## config.mk

```make
export PLATFORM = sky130hd
export DESIGN_NAME = dse_exec
export DESIGN_NICKNAME = d
export VERILOG_FILES = /design/src/hdl/dse_pkg.sv /design/src/hdl/dse_file_mem.sv /design/src/hdl/dse_exec.sv
export SDC_FILE = /design/constraint.sdc
export NUM_CORES = 1
export LEC_CHECK = 0
export BUFFER_PORTS_ARGS = -buffer_cell sky130_fd_sc_hd__buf_2
export CAP_MARGIN = 10
export CORE_UTILIZATION = 42
export CTS_BUF_LIST = sky130_fd_sc_hd__clkbuf_2 sky130_fd_sc_hd__clkbuf_4 sky130_fd_sc_hd__clkbuf_8
export DETAILED_ROUTE_END_ITERATION = 10
export GPL_TIMING_DRIVEN = 0
export PLACE_DENSITY_LB_ADDON = 0.1
export SETUP_SLACK_MARGIN = 0.3
export SLEW_MARGIN = 20
export SYNTH_ARGS = -nofsm -noshare
export SYNTH_HDL_FRONTEND = slang
export SYNTH_HIERARCHICAL = 1
export SYNTH_SLANG_ARGS = --single-unit
```

## constraint.sdc

```tcl
create_clock -name clock -period 3.73 [get_ports clock]
set_input_delay 0.5595 -clock clock [delete_from_list [all_inputs] [get_ports clock]]
set_output_delay 0.5595 -clock clock [all_outputs]
set_load 0.01 [all_outputs]
```

## src/hdl/dse_pkg.sv

```systemverilog
// constants and carrier types for the decrement execution block
package dse_pkg;
  localparam int dse_word_width = 14;
  localparam int dse_data_width = 8;
  localparam int dse_addr_width = 7;
  localparam int dse_file_depth = 128;
  localparam logic [3:0] dse_opc_decrement = 4'h3;
  localparam logic [3:0] dse_opc_decrement_skip = 4'hb;
  localparam logic [1:0] dse_top_bits = 2'h0;
  localparam int dse_opc_msb = 11;
  localparam int dse_opc_lsb = 8;
  localparam int dse_dest_bit = 7;
  localparam logic [7:0] dse_zero_data = 8'h00;
  localparam logic [7:0] dse_one_data = 8'h01;
  localparam logic dse_dest_w = 1'h0;

  typedef enum logic [1:0] {
    quarter_phase_one = 2'b00,
    quarter_phase_two = 2'b01,
    quarter_phase_three = 2'b10,
    quarter_phase_four = 2'b11
  } dse_phase_type;

  typedef enum logic [1:0] {
    dse_op_none = 2'b00,
    decrement_file_op = 2'b01,
    decrement_skip_zero_op = 2'b10
  } dse_op_type;

  typedef struct packed {
    logic [6:0] addr;
    logic we;
    logic [7:0] wdata;
  } dse_file_port_type;

  typedef struct packed {
    dse_phase_type phase;
    dse_op_type op;
    logic dest_file;
    logic [6:0] addr;
    logic [7:0] result;
    logic skip_pending;
    logic skipping;
    logic [7:0] work;
    logic zero_flag;
    logic [7:0] file_we_data;
    logic file_we;
    logic [6:0] file_addr;
    logic fetch;
    logic busy_nop;
  } dse_state_type;
endpackage

```

## src/hdl/dse_file_mem.sv

```systemverilog
// file register memory with registered read data
`timescale 1ns/1ps
module dse_file_mem
  import dse_pkg::*;
(
  input wire logic clock,
  input wire dse_file_port_type port,
  output logic [7:0] rdata
);
  // contents start cleared so the first decrement of any address is defined
  logic [7:0] mem [dse_file_depth] = '{default: dse_zero_data};

  always_ff @(posedge clock) begin
    if (port.we) begin
      mem[port.addr] <= port.wdata;
    end
    rdata <= mem[port.addr];
  end
endmodule

```

## src/hdl/dse_exec.sv

```systemverilog
// four-phase execution of the decrement and decrement-and-skip instructions
`timescale 1ns/1ps
// Operation
// - opcode 0011 decrements a file register at 7-bit address, one cycle
// - destination bit 0 writes working register, 1 the file register
// - decode, read, compute and write fall in phases one to four
// - opcode 1011 decrements the file register with the same field layout
// - skip form routes the result by the destination bit likewise
// - nonzero result: next instruction runs, one cycle taken
// - zero result: next instruction discarded, two cycles taken
// - the discarded cycle reads, computes and writes nothing
module dse_exec
  import dse_pkg::*;
(
  input wire logic clock,
  input wire logic sys_rst,
  input wire logic [13:0] instr,
  input wire logic instr_valid,
  output logic [7:0] work_reg,
  output logic zero_flag,
  output logic [1:0] phase,
  output logic fetch_next,
  output logic skip_cycle
);
  dse_state_type st;
  dse_state_type next_st;
  dse_file_port_type mem_port;
  logic [7:0] rdata;

  function automatic logic [7:0] dse_dec(input logic [7:0] v);
    dse_dec = v - dse_one_data;
  endfunction

  dse_file_mem u_mem (
    .clock(clock),
    .port(mem_port),
    .rdata(rdata)
  );

  // memory address follows the decoded address so data is ready by phase three
  always_comb begin
    mem_port.addr = st.file_we ? st.file_addr : st.addr;
    mem_port.we = st.file_we;
    mem_port.wdata = st.file_we_data;
  end

  always_comb begin
    next_st = st;
    next_st.file_we = 1'b0;
    next_st.fetch = 1'b0;
    unique case (st.phase)
      quarter_phase_one: begin
        next_st.phase = quarter_phase_two;
        next_st.op = dse_op_none;
        next_st.busy_nop = st.skip_pending;
        next_st.skipping = st.skip_pending;
        next_st.skip_pending = 1'b0;
        // discarded cycle decodes nothing
        if (!st.skip_pending && instr_valid &&
            instr[dse_word_width-1:dse_opc_msb+1] == dse_top_bits) begin
          next_st.addr = instr[dse_addr_width-1:0];
          next_st.dest_file = instr[dse_dest_bit];
          if (instr[dse_opc_msb:dse_opc_lsb] == dse_opc_decrement) begin
            next_st.op = decrement_file_op;
          end else if (instr[dse_opc_msb:dse_opc_lsb] ==
                       dse_opc_decrement_skip) begin
            next_st.op = decrement_skip_zero_op;
          end
        end
      end
      quarter_phase_two: begin
        // read is issued via the address; data registered for phase three
        next_st.phase = quarter_phase_three;
      end
      quarter_phase_three: begin
        next_st.phase = quarter_phase_four;
        if (st.op != dse_op_none && !st.busy_nop) begin
          next_st.result = dse_dec(rdata);
        end
      end
      quarter_phase_four: begin
        next_st.phase = quarter_phase_one;
        next_st.fetch = 1'b1;
        if (st.op != dse_op_none && !st.busy_nop) begin
          if (st.dest_file != dse_dest_w) begin
            next_st.file_we = 1'b1;
            next_st.file_addr = st.addr;
            next_st.file_we_data = st.result;
          end else begin
            next_st.work = st.result;
          end
          if (st.op == decrement_file_op) begin
            next_st.zero_flag = (st.result == dse_zero_data);
          end else begin
            // zero result costs a second cycle; nonzero runs on
            next_st.skip_pending = (st.result == dse_zero_data);
          end
        end
      end
    endcase
    if (next_st.phase == quarter_phase_one) begin
      next_st.skipping = 1'b0;
    end
  end

  always_ff @(posedge clock) begin
    if (sys_rst) begin
      st <= '0;
    end else begin
      st <= next_st;
    end
  end

  always_ff @(posedge clock) begin
    if (sys_rst) begin
      work_reg <= dse_zero_data;
      zero_flag <= 1'b0;
      phase <= quarter_phase_one;
      fetch_next <= 1'b0;
      skip_cycle <= 1'b0;
    end else begin
      work_reg <= next_st.work;
      zero_flag <= next_st.zero_flag;
      phase <= next_st.phase;
      fetch_next <= next_st.fetch;
      skip_cycle <= next_st.skipping;
    end
  end
endmodule

```

After elaboration in Yosys (flattened, before gate mapping). Memories as Yosys holds them, arrays and structs flattened. A register that Yosys moved wholly into a read port is not among the register bits. Cells that the tools add are included.

$add $sub $neg: 1. $mul: 0. Div/mod/pow operators: 0. Order comparisons: 0. Equal/unequal tests: 8. Shift operators: 0. Mux-type cells: 16. Bitwise gates (word level): 3. Reduce and logical (&&, ||, !) cells: 19.

Operators with widths (number): $mux 26 (1); $mux 25 (1); $mux 16 (1); $reduce_and 3->1 (4); $mux 10 (1); $logic_not 8->1 (1); $mux 8 (1); $pmux 2 s4 (1); $sub 8x1->8 const B (1); $mux 7 (1); $logic_not 2->1 (3); $mux 1 (6); $eq 2x1->1 const B (2); $eq 2x2->1 const B (2); $eq 4x2->1 const B (1); $eq 4x4->1 const B (1); $mux 2 (2); $ne 2x2->1 const B (2); $reduce_and 2->1 (2); $reduce_bool 2->1 (2); $logic_and 1x1->1 (3); $not 1->1 (3); $reduce_or 3->1 (1); $logic_not 1->1 (2); other kinds (2) (2).

Bits in registers: 49. Bits in latches: 0. Memory bits (writable): 1024. ROM bits: 0. Input port bits: 17. Word-level logic and storage cells: 62. Memories: 1.

Memory list: u_mem.mem (words 128, width 8, read ports 1, clocked after memory_dff 1, wr ports 1, line dse_file_mem.sv:11) `logic [7:0] mem [dse_file_depth] = '{default: dse_zero_data};`.

Depth between registers and ports, before layout. Gate-level depths: netlist (run 1).

Word-level depth: 4. Depth in mapped cells: 13. Depth with buffers taken out: 8.

By module. Netlist (run 1), hierarchy kept.

By module, submodules not included: dse_file_mem (instances 1, cells an instance 2475, area an instance 40433.8 um2, sequential area each 30909.6 um2); dse_exec (instances 1, cells an instance 262, area an instance 2301.0 um2, sequential area each 980.9 um2).

Least setup slack after synthesis (run 1). Ideal clock, no wire load.

Kind: flip-flop to flip-flop. Start point: register st (netlist bit mem_port[8]). End point: memory u_mem.mem[72][0] (enable). Library setup time: 0.395 ns. Data arrival time: 2.851 ns. Required time: 3.335 ns. Slack: 0.485 ns. Stages on the path, launching flop included: 11. Path through: dfxtp_1 clkbuf_1 mux2_2 buf_6 buf_6 buf_6 buf_6 buf_2 buf_2 buf_2 nor4_1.

RTL lines: start, declared (line dse_exec.sv:25) `dse_state_type st;`; start signal, assigned (line dse_exec.sv:110) `st <= next_st;`; end, declared (line dse_file_mem.sv:11).

==> reports/metrics.yaml, run 1 <==
placement:
  gp_congestion: 1.04
  place_hpwl_um: 136000
  place.port_buffers: 28
  dpl.cell_count: 4147
power:
  powerDensity_nw_per_um2: 489
  p_leak_nw: 16.7
  peakVddDrop_mv: 0.318
layout:
  instances_no_fill: 4562
  regArea_sq_um: 31900
  areaGrowthSynthToFinish_pct: 23.0
  final_util_pct: 52.3
  top_register: "u_mem/mem"
  nFillCells: 8469
  fin_nets: 3071
  multiInputGateArea_sq_um: 11300
  drive_above_1_share_pct: 30.4
  largest_reg_flops: 1024
synthesis:
  synth_edf_count: 1024
  synth_fp_nets: 2758
  synth_area_sq_um: 42700
  synthMuxAreaShare_pct: 3.96
  synth_compound_area_share_pct: 13.1
  synth_cell_types: 74
  synthAdderAreaFrac_pct: 0.117
  synth_flop_cell: "edfxtp_1"
  syn_area_per_cell_sq_um: 15.6
  synth_top_family_by_area: "compound AO/OA/AOI/OAI gates"
  synth_simple_gate_area_share_pct: 5.15
  async_flop_share_pct: 0
  synth_seq_cells: 1081
  synth-xor-area-share_pct: 0.0410
  yosysWarnings: 6
  synthCells: 2737
  yosysSeqAreaShare_pct: 74.6
worst_hold_path:
  hold_path_class: "in2reg"
die:
  io_pins: 30
  initial_core_util_pct: 42.5
  core_sq_um: 100000
  die_h_um: 321
  die_w_um: 321
  rows: 116
  die-area_sq_um: 103000
timing:
  fmax_mhz: 270
  hold_violations: 0
  worst_pin_slew_ns: 1.12
  relSlewSlack_pct: 25.5
  min_period_over_period_pct: 99.1
  maxSlewViolCount: 0
  setup_violations: 0
  rsz0062_at_grt: "yes"
  period_needed_ns: 3.70
  skew_ns: 0.0344
clock_tree:
  cts_buffers: 181
  cts.reportedPaths.clkPinSlew_ns: 0.06
  cts.sinks: 1081
  root_buffer: "clkbuf_8"
  tritoncts: "built"
  max-clock-path-buffers: 3
  clk_latency_ns: 0.92
  htree_levels: 4
detailed_routing:
  drtIter0Drc: 5395
  ant_nets: 0
  route.detailed.drc: 0
  via_per_inst: 6.89
  vias: 31442
  dr.pass1.iters: 6
  routed_wl_um: 210000
  wl_per_cell_um: 46.1
worst_setup_path:
  critPathMaxFanout: 10
  cp-start-kind: "flop"
  crit_arrival_ns: 4.39
  required_ns: 4.42
  worst_setup_path_end_kind: "flop"
  path_class: "reg2reg"
flow_run:
  drv_cap: 0
outcome:
  status: "finished clean"
global_route:
  grt_use_total_pct: 40.6
  antenna_found_initial: 24
  grt_pass1_vias: 29344
  grt_max_degree: 69
  grt.overflow.total: 0
  grt_pass1_wl_um: 272000
## where the power goes
group / switching (mW) / internal [mW]
sequential: 0.0282 / 13.1
combinational: 1.50 / 0.562
clock: 4.97 / 5.55
total: 6.50 / 19.2
## metal layers
metal	track usage, %	vias to the layer above	part of all wire, %
met4	29.0	20	8.7
met3	12.9	730	13
met5	0	-	0.062
met2	58.3	2756	42
met1	52.0	16162	37
li1	-	11774	-
## Yosys cell counts, types with 30 or more instances
master | count | area (sq um)
o31ai_1 | 30 | 225
a221oi_1 | 220 | 1930
clkbuf_1 | 98 | 368
nand4_1 | 35 | 219
edfxtp_1 | 1024 | 30700
a21oi_1 | 168 | 841
nor2_1 | 244 | 916
a22oi_1 | 73 | 548
dfxtp_1 | 57 | 1140
buf_2 | 80 | 400
nand2_1 | 104 | 390
o21ai_0 | 91 | 455
mux2_2 | 67 | 754
a22o_1 | 41 | 359
mux2i_1 | 63 | 631
## area by class of cell
cell class                      count  area share, %
Sequential cell                  1081           60.8
Multi-Input combinational cell   1410           21.4
Clock buffer                      249           5.77
Buffer                            233           4.62
Tap cell                         1357           3.23
Timing Repair Buffer              131           3.10
Clock inverter                     80          0.979
Inverter                           12         0.0857
Antenna cell                        9         0.0429
## cells by family after synthesis
kind of cell,Yosys count
DFF,1081
xor gates and xnor gates,2
and+or+nand+nor,490
adders and majority gates,4
buffers and inverters,246
AOI/OAI and AO/OA,768
muxes,146
## worst paths after layout
path | depth (start not counted) | slack, ns | from | end
hold reg to reg | 2 | 0.48 | st[6]$_SDFFE_PP0P_ | st[6]$_SDFFE_PP0P_
setup reg to reg | 13 | 0.03 | mem_port[8]$_SDFF_PP0_ | u_mem/rdata[1]$_DFF_P_
setup / recovery | 13 | 0.03 | mem_port[8]$_SDFF_PP0_ | u_mem/rdata[1]$_DFF_P_
hold / removal | 4 | 0.06 | instr[12] | st[41]$_SDFFE_PP0P_
## critical path: stages, from the launching register on
cell	delay (ns)
dfxtp_4	0.35
buf_8	0.12
mux2_2	0.36
buf_6	0.17
and3b_1	0.19
clkbuf_2	0.23
buf_4	0.29
buf_4	0.27
a22oi_1	0.19
o21ai_0	0.22
a21oi_2	0.33
o22ai_1	0.14
nor3_2	0.31
nand3_2	0.28
## placed cells by master, fill, tap and decap left out, types with 20 or more instances in the layout
master    netlist  routed
edfxtp_1     1024    1024
clkbuf_8        0     206
a221oi_1      220     183
a21oi_1       168     160
nor2_1        244     114
nor2_4          1      95
buf_4          19      87
nand2_1       104      86
clkbuf_4        0      85
a22oi_1        73      72
o21ai_0        91      69
mux2_2         67      65
mux2i_1        63      59
buf_12          0      49
buf_6          23      49
dfxtp_1        57      48
clkinv_1        0      42
a22o_1         41      41
nor2_2          0      36
nand4_1        35      35
buf_2          80      35
a221oi_2        3      32
clkbuf_1       98      31
o31ai_1        30      29
buf_8           0      25
clkinv_2        0      21
a221o_1        20      20
## what timing repair did
item                                    4_1_cts  5_1_grt
gates cloned                                  0        0
setup buffers                                60        8
resized for setup                           627      107
pin swaps                                    53       24
endpoints found under the setup margin     1032      329
hold buffers                                 10        0
endpoints found under the hold margin        10        0
## through the flow
| stage | instance area, sq um | hold WS [ns] | TNS (ns) | worst slack (ns) | power, mW |
|---|---|---|---|---|---|
| after floorplan | 42700 | 0.445 | 0 | 0.485 | 14.1 |
| after global placement | 44600 | 0.451 | -3058.63 | -2.99 | 15.1 |
| after detailed placement | 45300 | 0.462 | -1505.23 | -2.23 | 15.1 |
| after CTS | 52000 | 0.00910 | 0 | 0.142 | 25.6 |
| after global routing | 52500 | 0.0314 | 0 | 0.127 | 26.3 |
| final | 52500 | 0.0619 | 0 | 0.0322 | 25.7 |
Note: power is estimated with default switching activity, not from simulation.
==> inputs of run 2 (changes only) <==
==> constraint.sdc (replaced) <==
create_clock -name clock -period 3.2 [get_ports clock]
set_input_delay 0.48 -clock clock [delete_from_list [all_inputs] [get_ports clock]]
set_output_delay 0.48 -clock clock [all_outputs]
set_load 0.01 [all_outputs]
==> reports/metrics.yaml, run 2 (synthesized netlist as in run 1, its figures left out) <==
outcome:
  status: "finished, violations left"
  failed_checks: "setup timing"
global_route:
  grt.overflow.total: 0
  met2_usage_pct: 58.5
  grt_use_total_pct: 41.4
  grt_use_met1_pct: 52.5
  grt_max_degree: 66
  grt_pass1_wl_um: 277000
  grt_pass1_vias: 29908
  busiest_layer: "met2"
  grt_use_met3_pct: 15.2
  antenna_found_initial: 16
layout:
  largest_reg_flops: 1024
  layout_common_cells: "1024 x edfxtp_1, 208 x clkbuf_8, 156 x a21oi_1, 141 x a221oi_1, 114 x nor2_4"
  drive_above_1_share_pct: 35.3
  nFillCells: 8053
  areaGrowthSynthToFinish_pct: 30.5
  final_common_cell: "edfxtp_1"
  fin_nets: 3183
  top_register: "u_mem/mem"
timing:
  worst_pin_slew_ns: 1.13
  timing.final.ws_setup_ns: -0.290
  fmax_mhz: 287
  min_period_over_period_pct: 109
  relSlewSlack_pct: 24.6
  hold_violations: 0
  holdWs_ns: 0.0474
  period_needed_ns: 3.49
  maxSlewViolCount: 0
  rsz0062_at_grt: "yes"
  skew_ns: 0.0329
  setup_violations: 92
clock_tree:
  clk_latency_ns: 0.91
  htree_levels: 4
  root_buffer: "clkbuf_8"
  cts_buffers: 180
  cts.reportedPaths.clkPinSlew_ns: 0.06
  max-clock-path-buffers: 3
  cts.sinks: 1081
  tritoncts: "built"
worst_setup_path:
  worst_setup_path_end_kind: "flop"
  worstPathCellList: "buf_8 -> mux2_2 -> clkbuf_2 -> nand2_4 -> nor2_1 -> o21ai_2 -> nand2_2 -> a2111oi_4 -> nand4_1"
  crit_buf_inv: 2
  critPathMaxFanout: 10
  r2r_start: "mem_port[8]$_SDFF_PP0_"
  startpoint: "mem_port[8]$_SDFF_PP0_"
  crit_path_top_delay_cell: "a2111oi_4"
  crit_arrival_ns: 4.11
  cp-start-kind: "flop"
  required_ns: 3.82
  crit_family: "simple AND/OR/NAND/NOR gates"
  critPathMaxStageDelay_ns: 0.50
  path_class: "reg2reg"
power:
  peakVddDrop_mv: 0.363
  p_leak_nw: 18.0
  powerDensity_nw_per_um2: 537
detailed_routing:
  drtIter0Drc: 5856
  ant_nets: 0
  vias: 32294
  dr.pass1.iters: 6
  routed_wl_um: 217000
  via_per_inst: 6.91
  route.detailed.drc: 0
  wl_per_cell_um: 46.4
die:
  io_pins: 30
  die_h_um: 321
  initial_core_util_pct: 42.5
  rows: 116
  core_sq_um: 100000
  die-area_sq_um: 103000
  die_w_um: 321
placement:
  gp_congestion: 1.02
  place.port_buffers: 28
  post-place-ws_ns: -2.75
  place_hpwl_um: 137000
flow_run:
  drv_cap: 0
worst_hold_path:
  hold_start: "instr[13]"
  hold_path_class: "in2reg"
-- run 2: changes by cell type in the layout (fill, tap and decap cells not counted), moves of 10 or more --
cell,delta
o21ai_0,-14
a221oi_4,+13
a221oi_2,+29
dlygate4sd3_1,+12
a221oi_1,-42
buf_4,+19
buf_12,+58
clkbuf_16,+19
nand2_1,-10
nor2_2,-14
nor2_4,+19
clkbuf_4,-13
buf_16,+17
-- run 2: routing by layer --
| metal | up-vias | routed length (um) |
|---|---|---|
| met2 | 2897 | 90800 |
| met1 | 16626 | 77900 |
| met5 | - | 82 |
| met4 | 10 | 17900 |
| met3 | 734 | 30100 |
| li1 | 12027 | - |
-- run 2: final cells by class --
class | count | area [sq um] | share of cell area, %
Antenna cell | 11 | 27.5 | 0.0494
Buffer | 233 | 3080 | 5.53
Clock buffer | 249 | 3050 | 5.47
Clock inverter | 77 | 388 | 0.696
Inverter | 12 | 52.6 | 0.0942
Multi-Input combinational cell | 1410 | 12200 | 21.9
Sequential cell | 1081 | 31900 | 57.2
Tap cell | 1357 | 1700 | 3.04
Timing Repair Buffer | 244 | 3320 | 5.96
-- run 2: final timing paths --
check	to	slack, ns	depth (start not counted)
worst max-delay path	u_mem/rdata[6]$_DFF_P_	-0.29	9
worst min-delay path	st[44]$_SDFFE_PP0P_	0.05	4
worst max register to register	u_mem/rdata[6]$_DFF_P_	-0.29	9
worst min register to register	st[7]$_SDFFE_PP0P_	0.48	2
-- run 2: stage by stage --
| stage | cells | setup TNS, ns | total power [mW] | area (sq um) | utilization, % |
|---|---|---|---|---|---|
| finish | 4674 | -5.78 | 29.9 | 55800 | 55.5 |
| global route | 4665 | -1.18 | 30.5 | 55700 | 55.5 |
| floorplan | 2737 | 0 | 16.5 | 42800 | - |
| detailed placement | 4145 | -2102.48 | 17.6 | 45300 | 45.1 |
| CTS | 4597 | -11.31 | 29.7 | 53800 | 53.5 |
| global placement | 4122 | -4343.62 | 17.6 | 44600 | 44.4 |
-- run 2: tightest hold or removal path, delay by kind of cell --
kind,cells,cell delay (ns)
compound gates,1,0.08
buf+inv,1,0.10
simple gates,2,0.22
-- run 2: repair_timing --
| item | 4_1_cts | 5_1_grt |
|---|---|---|
| gates cloned | 6 | 7 |
| buffers inserted | 99 | 59 |
| setup endpoints to repair | 1032 | 1024 |
| resized for setup | 854 | 220 |
| hold buffers | 22 | 0 |
| hold endpoints to repair | 27 | 0 |
| pin swaps | 95 | 94 |
-- run 2: power breakdown --
part	switching (mW)	internal, mW	total [mW]
clock network	5.70	6.24	11.9
registers	0.0331	15.3	15.3
logic	1.86	0.822	2.68
total	7.59	22.3	29.9
